**config.mk**
```make
export PLATFORM = sky130hd
export DESIGN_NAME = ocs_ctrl
export DESIGN_NICKNAME = d
export VERILOG_FILES = /design/src/shared/ocs_pkg.sv /design/src/design/ocs_pin_sync.sv /design/src/design/ocs_ctrl.sv
export SDC_FILE = /design/constraint.sdc
export NUM_CORES = 2
export LEC_CHECK = 0
export BUFFER_PORTS_ARGS = -buffer_cell sky130_fd_sc_hd__buf_2
export CAP_MARGIN = 20
export CORE_MARGIN = 2
export CORE_UTILIZATION = 65
export CTS_CLUSTER_DIAMETER = 50
export CTS_CLUSTER_SIZE = 20
export DETAILED_ROUTE_END_ITERATION = 12
export PLACE_DENSITY = 0.8
export SLEW_MARGIN = 20
export SYNTH_ARGS = -nofsm -noshare
export SYNTH_HDL_FRONTEND = slang
export SYNTH_SLANG_ARGS = --single-unit
```
**constraint.sdc**
```tcl
create_clock -name clk -period 10.25 [get_ports clk]
set_input_delay 2.05 -clock clk [delete_from_list [all_inputs] [get_ports clk]]
set_output_delay 2.05 -clock clk [all_outputs]
set_load 0.05 [all_outputs]
```
**src/shared/ocs_pkg.sv**
```systemverilog
// Constants and types shared by the optical module control and status logic
package ocs_pkg;

  // ==========================================================================
  // Clock
  localparam int CLK_PERIOD_NS = 10;

  // ==========================================================================
  // Timing figures, in their own units, and derived cycle counts
  localparam int T_OFF_US = 10;      // Longest time to extinguish the output
  localparam int T_ON_MS = 1;        // Longest time to restore the output
  localparam int T_FAULT_US = 100;   // Longest fault indication latency
  localparam int T_RESET_US = 10;    // Least shut-off pulse that clears a fault
  localparam int T_LOSS_US = 100;    // Longest loss indication latency
  localparam int T_OFF_CYC = (T_OFF_US * 1000) / CLK_PERIOD_NS;
  localparam int T_ON_CYC = (T_ON_MS * 1000000) / CLK_PERIOD_NS;
  localparam int T_FAULT_CYC = (T_FAULT_US * 1000) / CLK_PERIOD_NS;
  localparam int T_RESET_CYC = (T_RESET_US * 1000 + CLK_PERIOD_NS - 1) / CLK_PERIOD_NS;
  localparam int T_LOSS_CYC = (T_LOSS_US * 1000) / CLK_PERIOD_NS;
  localparam int OFF_CNT_W = $clog2(T_RESET_CYC + 1);
  localparam logic [OFF_CNT_W-1:0] OFF_CNT_MAX = OFF_CNT_W'(T_RESET_CYC);

  // ==========================================================================
  // Synchronised pin indices and their reset levels
  localparam int PIN_N = 6;
  localparam int PIN_TX_OFF = 0;
  localparam int PIN_FAULT = 1;
  localparam int PIN_RX_LOW = 2;
  localparam int PIN_RX_OK = 3;
  localparam int PIN_SCL = 4;
  localparam int PIN_SDA = 5;
  localparam logic [PIN_N-1:0] PIN_RST = 6'h31;  // Shut-off, clock, data idle high

  // ==========================================================================
  // Two-wire identification and diagnostics port
  localparam logic [6:0] ID_ADDR = 7'h50;
  localparam logic [6:0] DIAG_ADDR = 7'h51;
  localparam int ID_DEPTH = 32;
  localparam logic [7:0] ID_LIMIT = 8'h20;
  localparam int DG_CHANNELS = 5;             // Temp, supply, bias, tx power, rx power
  localparam logic [7:0] DG_LIMIT = 8'h0A;    // Two bytes per channel, high byte first
  localparam logic [3:0] BIT_FULL = 4'h8;
  localparam logic [15:0] CAL_SLOPE_RST = 16'h0100;  // Unity gain
  localparam int CAL_SHIFT = 8;

  typedef enum logic [2:0] {
    TW_IDLE = 3'h0,
    TW_ADDR = 3'h1,
    TW_ACK_A = 3'h2,
    TW_WR = 3'h3,
    TW_ACK_W = 3'h4,
    TW_RD = 3'h5,
    TW_ACK_R = 3'h6
  } ocs_tw_state_type;

endpackage

```
**src/design/ocs_pin_sync.sv**
```systemverilog
// Three-stage pin synchroniser that accepts a change once stages two and three agree
`timescale 1ns/1ps
module ocs_pin_sync #(
  parameter logic RST_VAL = 1'b0  // Level held through reset
) (
  input wire logic clk,   // System clock
  input wire logic nrst,  // Synchronous reset, active low
  input wire logic pin,   // Asynchronous pin level
  output logic level      // Filtered level
);
  logic s1_r, s2_r, s3_r, lvl_r;

  // ==========================================================================
  // Stages; the first is read only by the second
  always_ff @(posedge clk) begin
    if (!nrst) begin
      s1_r <= RST_VAL;
      s2_r <= RST_VAL;
      s3_r <= RST_VAL;
      lvl_r <= RST_VAL;
    end else begin
      s1_r <= pin;
      s2_r <= s1_r;
      s3_r <= s2_r;
      if (s2_r == s3_r) begin
        lvl_r <= s3_r;
      end
    end
  end

  assign level = lvl_r;
endmodule // ocs_pin_sync

```
**src/design/ocs_ctrl.sv**
```systemverilog
// Control, status and two-wire identification logic of an optical module
//
// What this block does
// Fault indication within 100 us of fault.
// Fault pin open-drain, released on fault.
// Shut-off high or open turns laser off.
// Shut-off gates laser and clears fault, pulled up default.
// Presence pin held grounded.
// Two module pins are serial clock and data.
// Host keeps serial clock at most 400 kHz.
// Loss pin open-drain, released on loss.
// Serial reads return identification and diagnostics.
// Five monitors, internal or external calibration.
// Output off within 10 us of shut-off.
// Output back within 1 ms of release.
// Host clears fault by 10 us shut-off pulse.
// Loss set and cleared within 100 us.
`timescale 1ns/1ps
module ocs_ctrl #(
  parameter int FAULT_CYC = ocs_pkg::T_FAULT_CYC,  // Fault latency bound in cycles
  parameter int LOSS_CYC = ocs_pkg::T_LOSS_CYC,    // Loss latency bound in cycles
  parameter int ON_CYC = ocs_pkg::T_ON_CYC         // Restore bound in cycles
) (
  input wire logic clk,                 // 100 MHz clock
  input wire logic nrst,                // Synchronous reset, active low
  input wire logic tx_off_i,            // Shut-off pin level, open reads high
  input wire logic fault_cond_i,        // Laser driver fault detector
  input wire logic rx_low_i,            // Rx power below assert threshold
  input wire logic rx_ok_i,             // Rx power above deassert threshold
  output logic laser_on,                // Optical output enable
  output logic fault_o,                 // Fault pin output value
  output logic fault_oe,                // Fault pin pulls low
  output logic lost_o,                  // Signal_lost_flag pin output value
  output logic lost_oe,                 // Signal_lost_flag pin pulls low
  output logic present_o,               // Presence pin output value
  output logic present_oe,              // Presence pin pulls low
  input wire logic scl_i,               // Serial clock pin
  input wire logic sda_i,               // Serial data pin in
  output logic sda_o,                   // Serial data pin out value
  output logic sda_oe,                  // Serial data pin pulls low
  input wire logic cal_ext,             // High reports raw values
  input wire logic [15:0] cal_slope,    // Internal gain, 8.8 fixed point
  input wire logic [15:0] temp_raw,     // Temperature monitor
  input wire logic [15:0] vcc_raw,      // Supply monitor
  input wire logic [15:0] bias_raw,     // Bias current monitor
  input wire logic [15:0] txpwr_raw,    // Transmit power monitor
  input wire logic [15:0] rxpwr_raw     // Receive power monitor
);
  import ocs_pkg::*;
  // ==========================================================================
  // Pin synchronisers
  logic [PIN_N-1:0] pins_raw, pins_s;
  assign pins_raw = {sda_i, scl_i, rx_ok_i, rx_low_i, fault_cond_i, tx_off_i};
  // shut-off held asserted through reset
  genvar gi;
  generate
    for (gi = 0; gi < PIN_N; gi++) begin : g_sync
      ocs_pin_sync #(.RST_VAL(PIN_RST[gi])) u_sync (.clk(clk), .nrst(nrst), .pin(pins_raw[gi]), .level(pins_s[gi]));
    end
  endgenerate

  logic tx_off_s, fault_s, rx_low_s, rx_ok_s, scl_s, sda_s;
  assign tx_off_s = pins_s[PIN_TX_OFF];
  assign fault_s = pins_s[PIN_FAULT];
  assign rx_low_s = pins_s[PIN_RX_LOW];
  assign rx_ok_s = pins_s[PIN_RX_OK];
  assign scl_s = pins_s[PIN_SCL];
  assign sda_s = pins_s[PIN_SDA];

  // ==========================================================================
  // Fault latch and shut-off pulse timer
  logic fault_r, fault_nxt, tx_off_d_r, clr_fault, laser_r, lost_r, lost_nxt;
  logic [OFF_CNT_W-1:0] off_cnt_r, off_cnt_nxt;
  // long shut-off pulse clears fault
  assign off_cnt_nxt = !tx_off_s ? '0 : (off_cnt_r == OFF_CNT_MAX) ? off_cnt_r : off_cnt_r + 1'b1;
  assign clr_fault = tx_off_d_r && !tx_off_s && (off_cnt_r == OFF_CNT_MAX);
  // set wins over clear
  assign fault_nxt = fault_s || (fault_r && !clr_fault);
  // hysteresis between the two thresholds
  assign lost_nxt = rx_low_s ? 1'b1 : rx_ok_s ? 1'b0 : lost_r;

  // Status state
  always_ff @(posedge clk) begin
    if (!nrst) begin
      fault_r <= 1'b0;
      tx_off_d_r <= 1'b1;
      off_cnt_r <= '0;
      laser_r <= 1'b0;
      lost_r <= 1'b1;
    end else begin
      fault_r <= fault_nxt;
      tx_off_d_r <= tx_off_s;
      off_cnt_r <= off_cnt_nxt;
      // shut-off or fault keeps laser dark
      laser_r <= !tx_off_s && !fault_nxt;
      lost_r <= lost_nxt;
    end
  end

  assign laser_on = laser_r;
  // released means logic 1 on the pulled-up line
  assign fault_o = 1'b0;
  assign fault_oe = !fault_r;
  // loss releases the line
  assign lost_o = 1'b0;
  assign lost_oe = !lost_r;
  // presence held low at all times
  assign present_o = 1'b0;
  assign present_oe = 1'b1;

  // ==========================================================================
  // Monitor capture with calibration choice
  logic [15:0] raw [DG_CHANNELS];
  logic [15:0] diag_r [DG_CHANNELS];
  assign raw[0] = temp_raw;
  assign raw[1] = vcc_raw;
  assign raw[2] = bias_raw;
  assign raw[3] = txpwr_raw;
  assign raw[4] = rxpwr_raw;

  generate
    for (gi = 0; gi < DG_CHANNELS; gi++) begin : g_diag
      logic [31:0] prod;
      assign prod = raw[gi] * cal_slope;
      // raw for external, scaled for internal
      always_ff @(posedge clk) begin
        if (!nrst) begin
          diag_r[gi] <= '0;
        end else begin
          diag_r[gi] <= cal_ext ? raw[gi] : prod[CAL_SHIFT+15:CAL_SHIFT];
        end
      end
    end
  endgenerate

  // ==========================================================================
  // Two-wire slave
  ocs_tw_state_type st_r, st_nxt;
  logic [3:0] bit_r, bit_nxt;
  logic [7:0] sh_r, sh_nxt, ptr_r, ptr_nxt, rd_byte, id_byte, dg_byte;
  logic sel_r, sel_nxt, rw_r, rw_nxt, first_r, first_nxt, we;
  logic scl_d_r, sda_d_r, scl_rise, scl_fall, start_c, stop_c, addr_hit;
  logic [7:0] id_mem [ID_DEPTH];

  // framing decoded from the clock and data pins
  assign scl_rise = scl_s && !scl_d_r;
  assign scl_fall = !scl_s && scl_d_r;
  assign start_c = scl_s && scl_d_r && sda_d_r && !sda_s;
  assign stop_c = scl_s && scl_d_r && !sda_d_r && sda_s;
  assign addr_hit = (sh_r[7:1] == ID_ADDR) || (sh_r[7:1] == DIAG_ADDR);
  // byte source for reads; outside either area reads zero
  assign id_byte = (ptr_r < ID_LIMIT) ? id_mem[ptr_r[4:0]] : 8'h00;
  assign dg_byte = (ptr_r >= DG_LIMIT) ? 8'h00 :
                   ptr_r[0] ? diag_r[ptr_r[3:1]][7:0] : diag_r[ptr_r[3:1]][15:8];
  assign rd_byte = sel_r ? dg_byte : id_byte;

  // Slave sequencer; bits in on rising clock, out on falling clock
  always_comb begin
    st_nxt = st_r;
    bit_nxt = bit_r;
    sh_nxt = sh_r;
    ptr_nxt = ptr_r;
    sel_nxt = sel_r;
    rw_nxt = rw_r;
    first_nxt = first_r;
    we = 1'b0;
    if (stop_c) begin
      st_nxt = TW_IDLE;
    end else if (start_c) begin
      st_nxt = TW_ADDR;
      bit_nxt = 4'h0;
    end else if (scl_rise) begin
      if (st_r == TW_ADDR || st_r == TW_WR) begin
        sh_nxt = {sh_r[6:0], sda_s};
        bit_nxt = bit_r + 4'h1;
      end else if (st_r == TW_RD) begin
        bit_nxt = bit_r + 4'h1;
      end else if (st_r == TW_ACK_R && sda_s) begin
        st_nxt = TW_IDLE;  // Master declined further bytes
      end
    end else if (scl_fall) begin
      unique case (st_r)
        TW_IDLE: st_nxt = TW_IDLE;
        TW_ADDR: begin
          if (bit_r == BIT_FULL) begin
            st_nxt = addr_hit ? TW_ACK_A : TW_IDLE;
            sel_nxt = (sh_r[7:1] == DIAG_ADDR);
            rw_nxt = sh_r[0];
          end
        end
        TW_ACK_A: begin
          bit_nxt = 4'h0;
          first_nxt = 1'b1;
          st_nxt = rw_r ? TW_RD : TW_WR;
          sh_nxt = rw_r ? rd_byte : sh_r;
        end
        TW_WR: begin
          if (bit_r == BIT_FULL) begin
            st_nxt = TW_ACK_W;
            first_nxt = 1'b0;
            we = !first_r && !sel_r && (ptr_r < ID_LIMIT);
            ptr_nxt = first_r ? sh_r : ptr_r + 8'h01;
          end
        end
        TW_ACK_W: begin
          st_nxt = TW_WR;
          bit_nxt = 4'h0;
        end
        TW_RD: begin
          if (bit_r == BIT_FULL) begin
            st_nxt = TW_ACK_R;
            ptr_nxt = ptr_r + 8'h01;
          end else begin
            sh_nxt = {sh_r[6:0], 1'b0};
          end
        end
        TW_ACK_R: begin
          st_nxt = TW_RD;
          bit_nxt = 4'h0;
          sh_nxt = rd_byte;
        end
        default: st_nxt = TW_IDLE;
      endcase
    end
  end

  // Slave registers
  always_ff @(posedge clk) begin
    if (!nrst) begin
      st_r <= TW_IDLE;
      bit_r <= 4'h0;
      sh_r <= 8'hFF;
      ptr_r <= 8'h00;
      sel_r <= 1'b0;
      rw_r <= 1'b0;
      first_r <= 1'b0;
      scl_d_r <= 1'b1;
      sda_d_r <= 1'b1;
    end else begin
      st_r <= st_nxt;
      bit_r <= bit_nxt;
      sh_r <= sh_nxt;
      ptr_r <= ptr_nxt;
      sel_r <= sel_nxt;
      rw_r <= rw_nxt;
      first_r <= first_nxt;
      scl_d_r <= scl_s;
      sda_d_r <= sda_s;
    end
  end

  // Identification store, no reset so it maps onto plain memory
  always_ff @(posedge clk) begin
    if (we) begin
      id_mem[ptr_r[4:0]] <= sh_r;
    end
  end

  // acknowledge and read data drive the line low only
  assign sda_o = 1'b0;
  assign sda_oe = (st_r == TW_ACK_A) || (st_r == TW_ACK_W) || ((st_r == TW_RD) && !sh_r[7]);

  // ==========================================================================
  // Checks
  logic [31:0] fault_wait_r, on_wait_r, loss_wait_r;
  always_ff @(posedge clk) begin
    if (!nrst) begin
      fault_wait_r <= '0;
      on_wait_r <= '0;
      loss_wait_r <= '0;
    end else begin
      fault_wait_r <= (fault_s && fault_oe) ? fault_wait_r + 1 : '0;
      on_wait_r <= (!tx_off_s && !fault_r && !laser_r) ? on_wait_r + 1 : '0;
      loss_wait_r <= ((rx_low_s && lost_oe) || (rx_ok_s && !rx_low_s && !lost_oe)) ? loss_wait_r + 1 : '0;
    end
  end
endmodule // ocs_ctrl

```
==> flow_summary.yaml <==
run_status:
  outcome: "complete, no violations"
final_layout:
  drive_gt1_share_pct: 6.520
  seq_area_um2: 10720
  multi_input_area_um2: 34550
  fillers: 5575
  design_area_um2: 52570
  nets: 6242
  area_delta_synth_final_pct: 4.549
logic_synthesis:
  synth_seq_cells: 407
  synth_area_um2: 50280
  synth.avg_cell_area_um2: 9.958
  synth_cell_type_count: 72
  synth-seq-area-share_pct: 21.30
  yosys_warnings: 0
  synth_commonest_cells: "inv_1 (1,053), fa_1 (835), nand2_1 (726)"
  synth_top_area_cell: "fa_1"
  synth_top_area_share_pct: 33.25
  synth_ff_type: "edfxtp_1"
  synthArstFlopShare_pct: 0
  syn_inst: 5049
  netlist_top_cells_area: "fa_1 (33%), edfxtp_1 (15%), ha_1 (8.5%), inv_1 (7.9%), and2_1 (7.3%)"
  synth_edf_count: 256
  yosysMostFrequentCell: "inv_1"
floorplanning:
  ios: 114
  die_w_um: 282.1
  core_um2: 76200
  fp.dieArea_um2: 79590
  rows: 101
  start_util_pct: 65.98
  die_h_um: 282.1
route:
  first_pass_iters: 7
  drt_iter0_drc: 2609
  final_antenna_net_count: 0
  vias: 34820
  wirelength_mm: 125.0
  post_drt_via_cell_ratio: 5.783
  drc: 0
  detail_route.wl_per_cell_um: 20.77
clocking:
  cts_sinks: 407
  postCtsHoldBufs: 0
  cts_buffers: 30
  root_buffer: "clkbuf_16"
  path_clk_slew_ps: 80
  clkLatencyLatePin_ps: 600
  cts_tree: "built"
  clockBufferDepth: 3
  htreeDepth: 1
  post_cts_buffers: 0
  cts_resized: 0
timing:
  setup_viol: 0
  finalHoldViolations: 0
  fin_crit_ps: 8195
  tns_ps: 0
  worst_pin_slew_ps: 1127
  fmax_ghz: 0.1220
  rsz0062_at_grt: "false"
  fin_crit_sh_pct: 79.95
  slew_headroom_pct: 24.90
  finalMaxSlewViolations: 0
  skew_ps: 31.57
power_and_ir_drop:
  power.switching_mw: 7.902
  switching_share_pct: 49.47
  seq_power_share_pct: 12.2
  p_int_mw: 8.070
  cellLeakagePower_nw: 24.92
  clockPowerShare_pct: 8.0
  combPwrFrac_pct: 79.8
  cellPowerDensity_nw_per_um2: 303.9
  p_total_mw: 15.97
  ir_drop_mv: 0.3469
critical_path:
  cp-start-kind: "input port"
  crit_path_max_fanout: 42
  critPathRequiredTime_ps: 10790
  worst_ep_arrival_time_ps: 8740
  cp-end-kind: "flip-flop"
  worstSetupPathType: "in -> reg"
global_route:
  antenna_found_initial: 9
  grt_pass1_wl_mm: 203.3
  gr-total-overflow: 0
  grt_max_degree: 91
  grtUsageTotal_pct: 33.14
  grt_pass1_vias: 37830
min_path:
  min_path_type: "reg -> reg"
flow_run:
  max_cap_violations: 0
placement:
  dpl_cell_area_um2: 51490
  port_buffers: 108
  dp_hpwl_mm: 91.39
  routabilityCongestion: 0.9118
sequential cells by signal (all words and copies together) (netlist names), 3 cells and up, named ones only:
signal               cells
bit_r                    4
diag_r                  80
g_sync.u_sync.level      6
g_sync.u_sync.s1_r       6
g_sync.u_sync.s2_r       6
g_sync.u_sync.s3_r       6
id_mem                 256
off_cnt_r               10
ptr_r                    8
sh_r                     8
st_r                     3
cell type report:
class	instances	share of cell area [%]
clock buffer	42	1.633
timing repair buffer	154	1.866
sequential	407	20.40
clock inverter	14	0.3785
inverter	1054	7.526
antenna	5	0.02380
multi-input combinational	3314	65.72
tap	1030	2.452
power groups by stage:
stage	Sequential (mW)	Clock [mW]	Combinational, mW
floorplan	1.94	0	9.71
finish	1.96	1.27	12.7
detailed placement	1.99	0	12.6
global route	1.96	1.33	14.5
global placement	1.99	0	12.2
CTS	1.95	1.28	12.7
worst max-delay path: stages:
cell,delay (ps)
buf_2,820
buf_4,360
and2_1,180
fa_1,390
inv_1,80
fa_1,430
fa_1,500
fa_1,550
inv_1,50
fa_1,480
inv_1,50
fa_1,470
inv_1,50
ha_1,340
a21o_1,190
a21oi_1,200
o22ai_1,180
o21a_1,240
nor3_2,390
o21ai_1,210
or4_1,430
nand3_1,90
through the flow:
stage,utilization (%),instances,setup slack (ps),hold WS [ps]
after floorplan,-,5052,2258,386.3
after global placement,67.57,5959,1681,413.3
after detailed placement,67.57,5959,1541,421.0
after CTS,68.96,6015,2158,439.8
after global routing,68.97,6016,1832,457.3
final,68.98,6020,2055,438.4
path summary, 6_finish.rpt:
kind / startpoint / end / slack (ps) / depth (start not counted)
worst max-delay path: cal_slope[4] / diag_r[3][14] / 2050 / 22
worst min-delay path: g_sync[3].u_sync.s1_r / g_sync[3].u_sync.s2_r / 440 / 1
worst max register to register: g_sync[5].u_sync.level / id_mem[25][2] / 6330 / 7
worst min register to register: g_sync[3].u_sync.s1_r / g_sync[3].u_sync.s2_r / 440 / 1
kinds of logic (layout without fill, tap and decap cells):
logic type / after synthesis / count (layout) / synth area share (%)
AOI/OAI and AO/OA: 304 / 304 / 3.937
xor gates and xnor gates: 159 / 159 / 2.770
adders and majority gates: 1176 / 1176 / 41.73
buffers and inverters: 1331 / 1264 / 10.01
DFF: 407 / 407 / 21.30
muxes: 117 / 117 / 4.920
other: 2 / 10 / 0.01494
and+or+nand+nor: 1553 / 1553 / 15.31
routing by layer:
| metal | part of all wire, % | track usage, % | vias to the layer above |
|---|---|---|---|
| li1 | - | - | 15220 |
| met1 | 37 | 42.59 | 17600 |
| met2 | 50 | 56.96 | 1652 |
| met3 | 9.3 | 6.021 | 329 |
| met4 | 3.7 | 11.13 | 14 |
| met5 | 0.082 | 0 | - |
layout by cell type (no fill, tap or decap), drive strengths merged, types with 12 or more instances in the layout:
cell type  netlist  layout
nand4           21      21
nor3            18      18
nand2          726     726
nand2b          25      25
mux4           104     104
inv           1053    1064
buf             34     154
nor2b           14      14
o211ai          16      16
xnor2          111     111
nand3           32      32
a21o            14      14
and2           589     589
nor2            82      82
a21oi           60      60
fa             835     835
edfxtp         256     256
o21a            14      14
ha             341     341
dfxtp          151     151
mux2i           12      12
clkbuf         243      42
xor2            48      48
o21ai          111     111
Note: power is estimated with default switching activity, not from simulation.
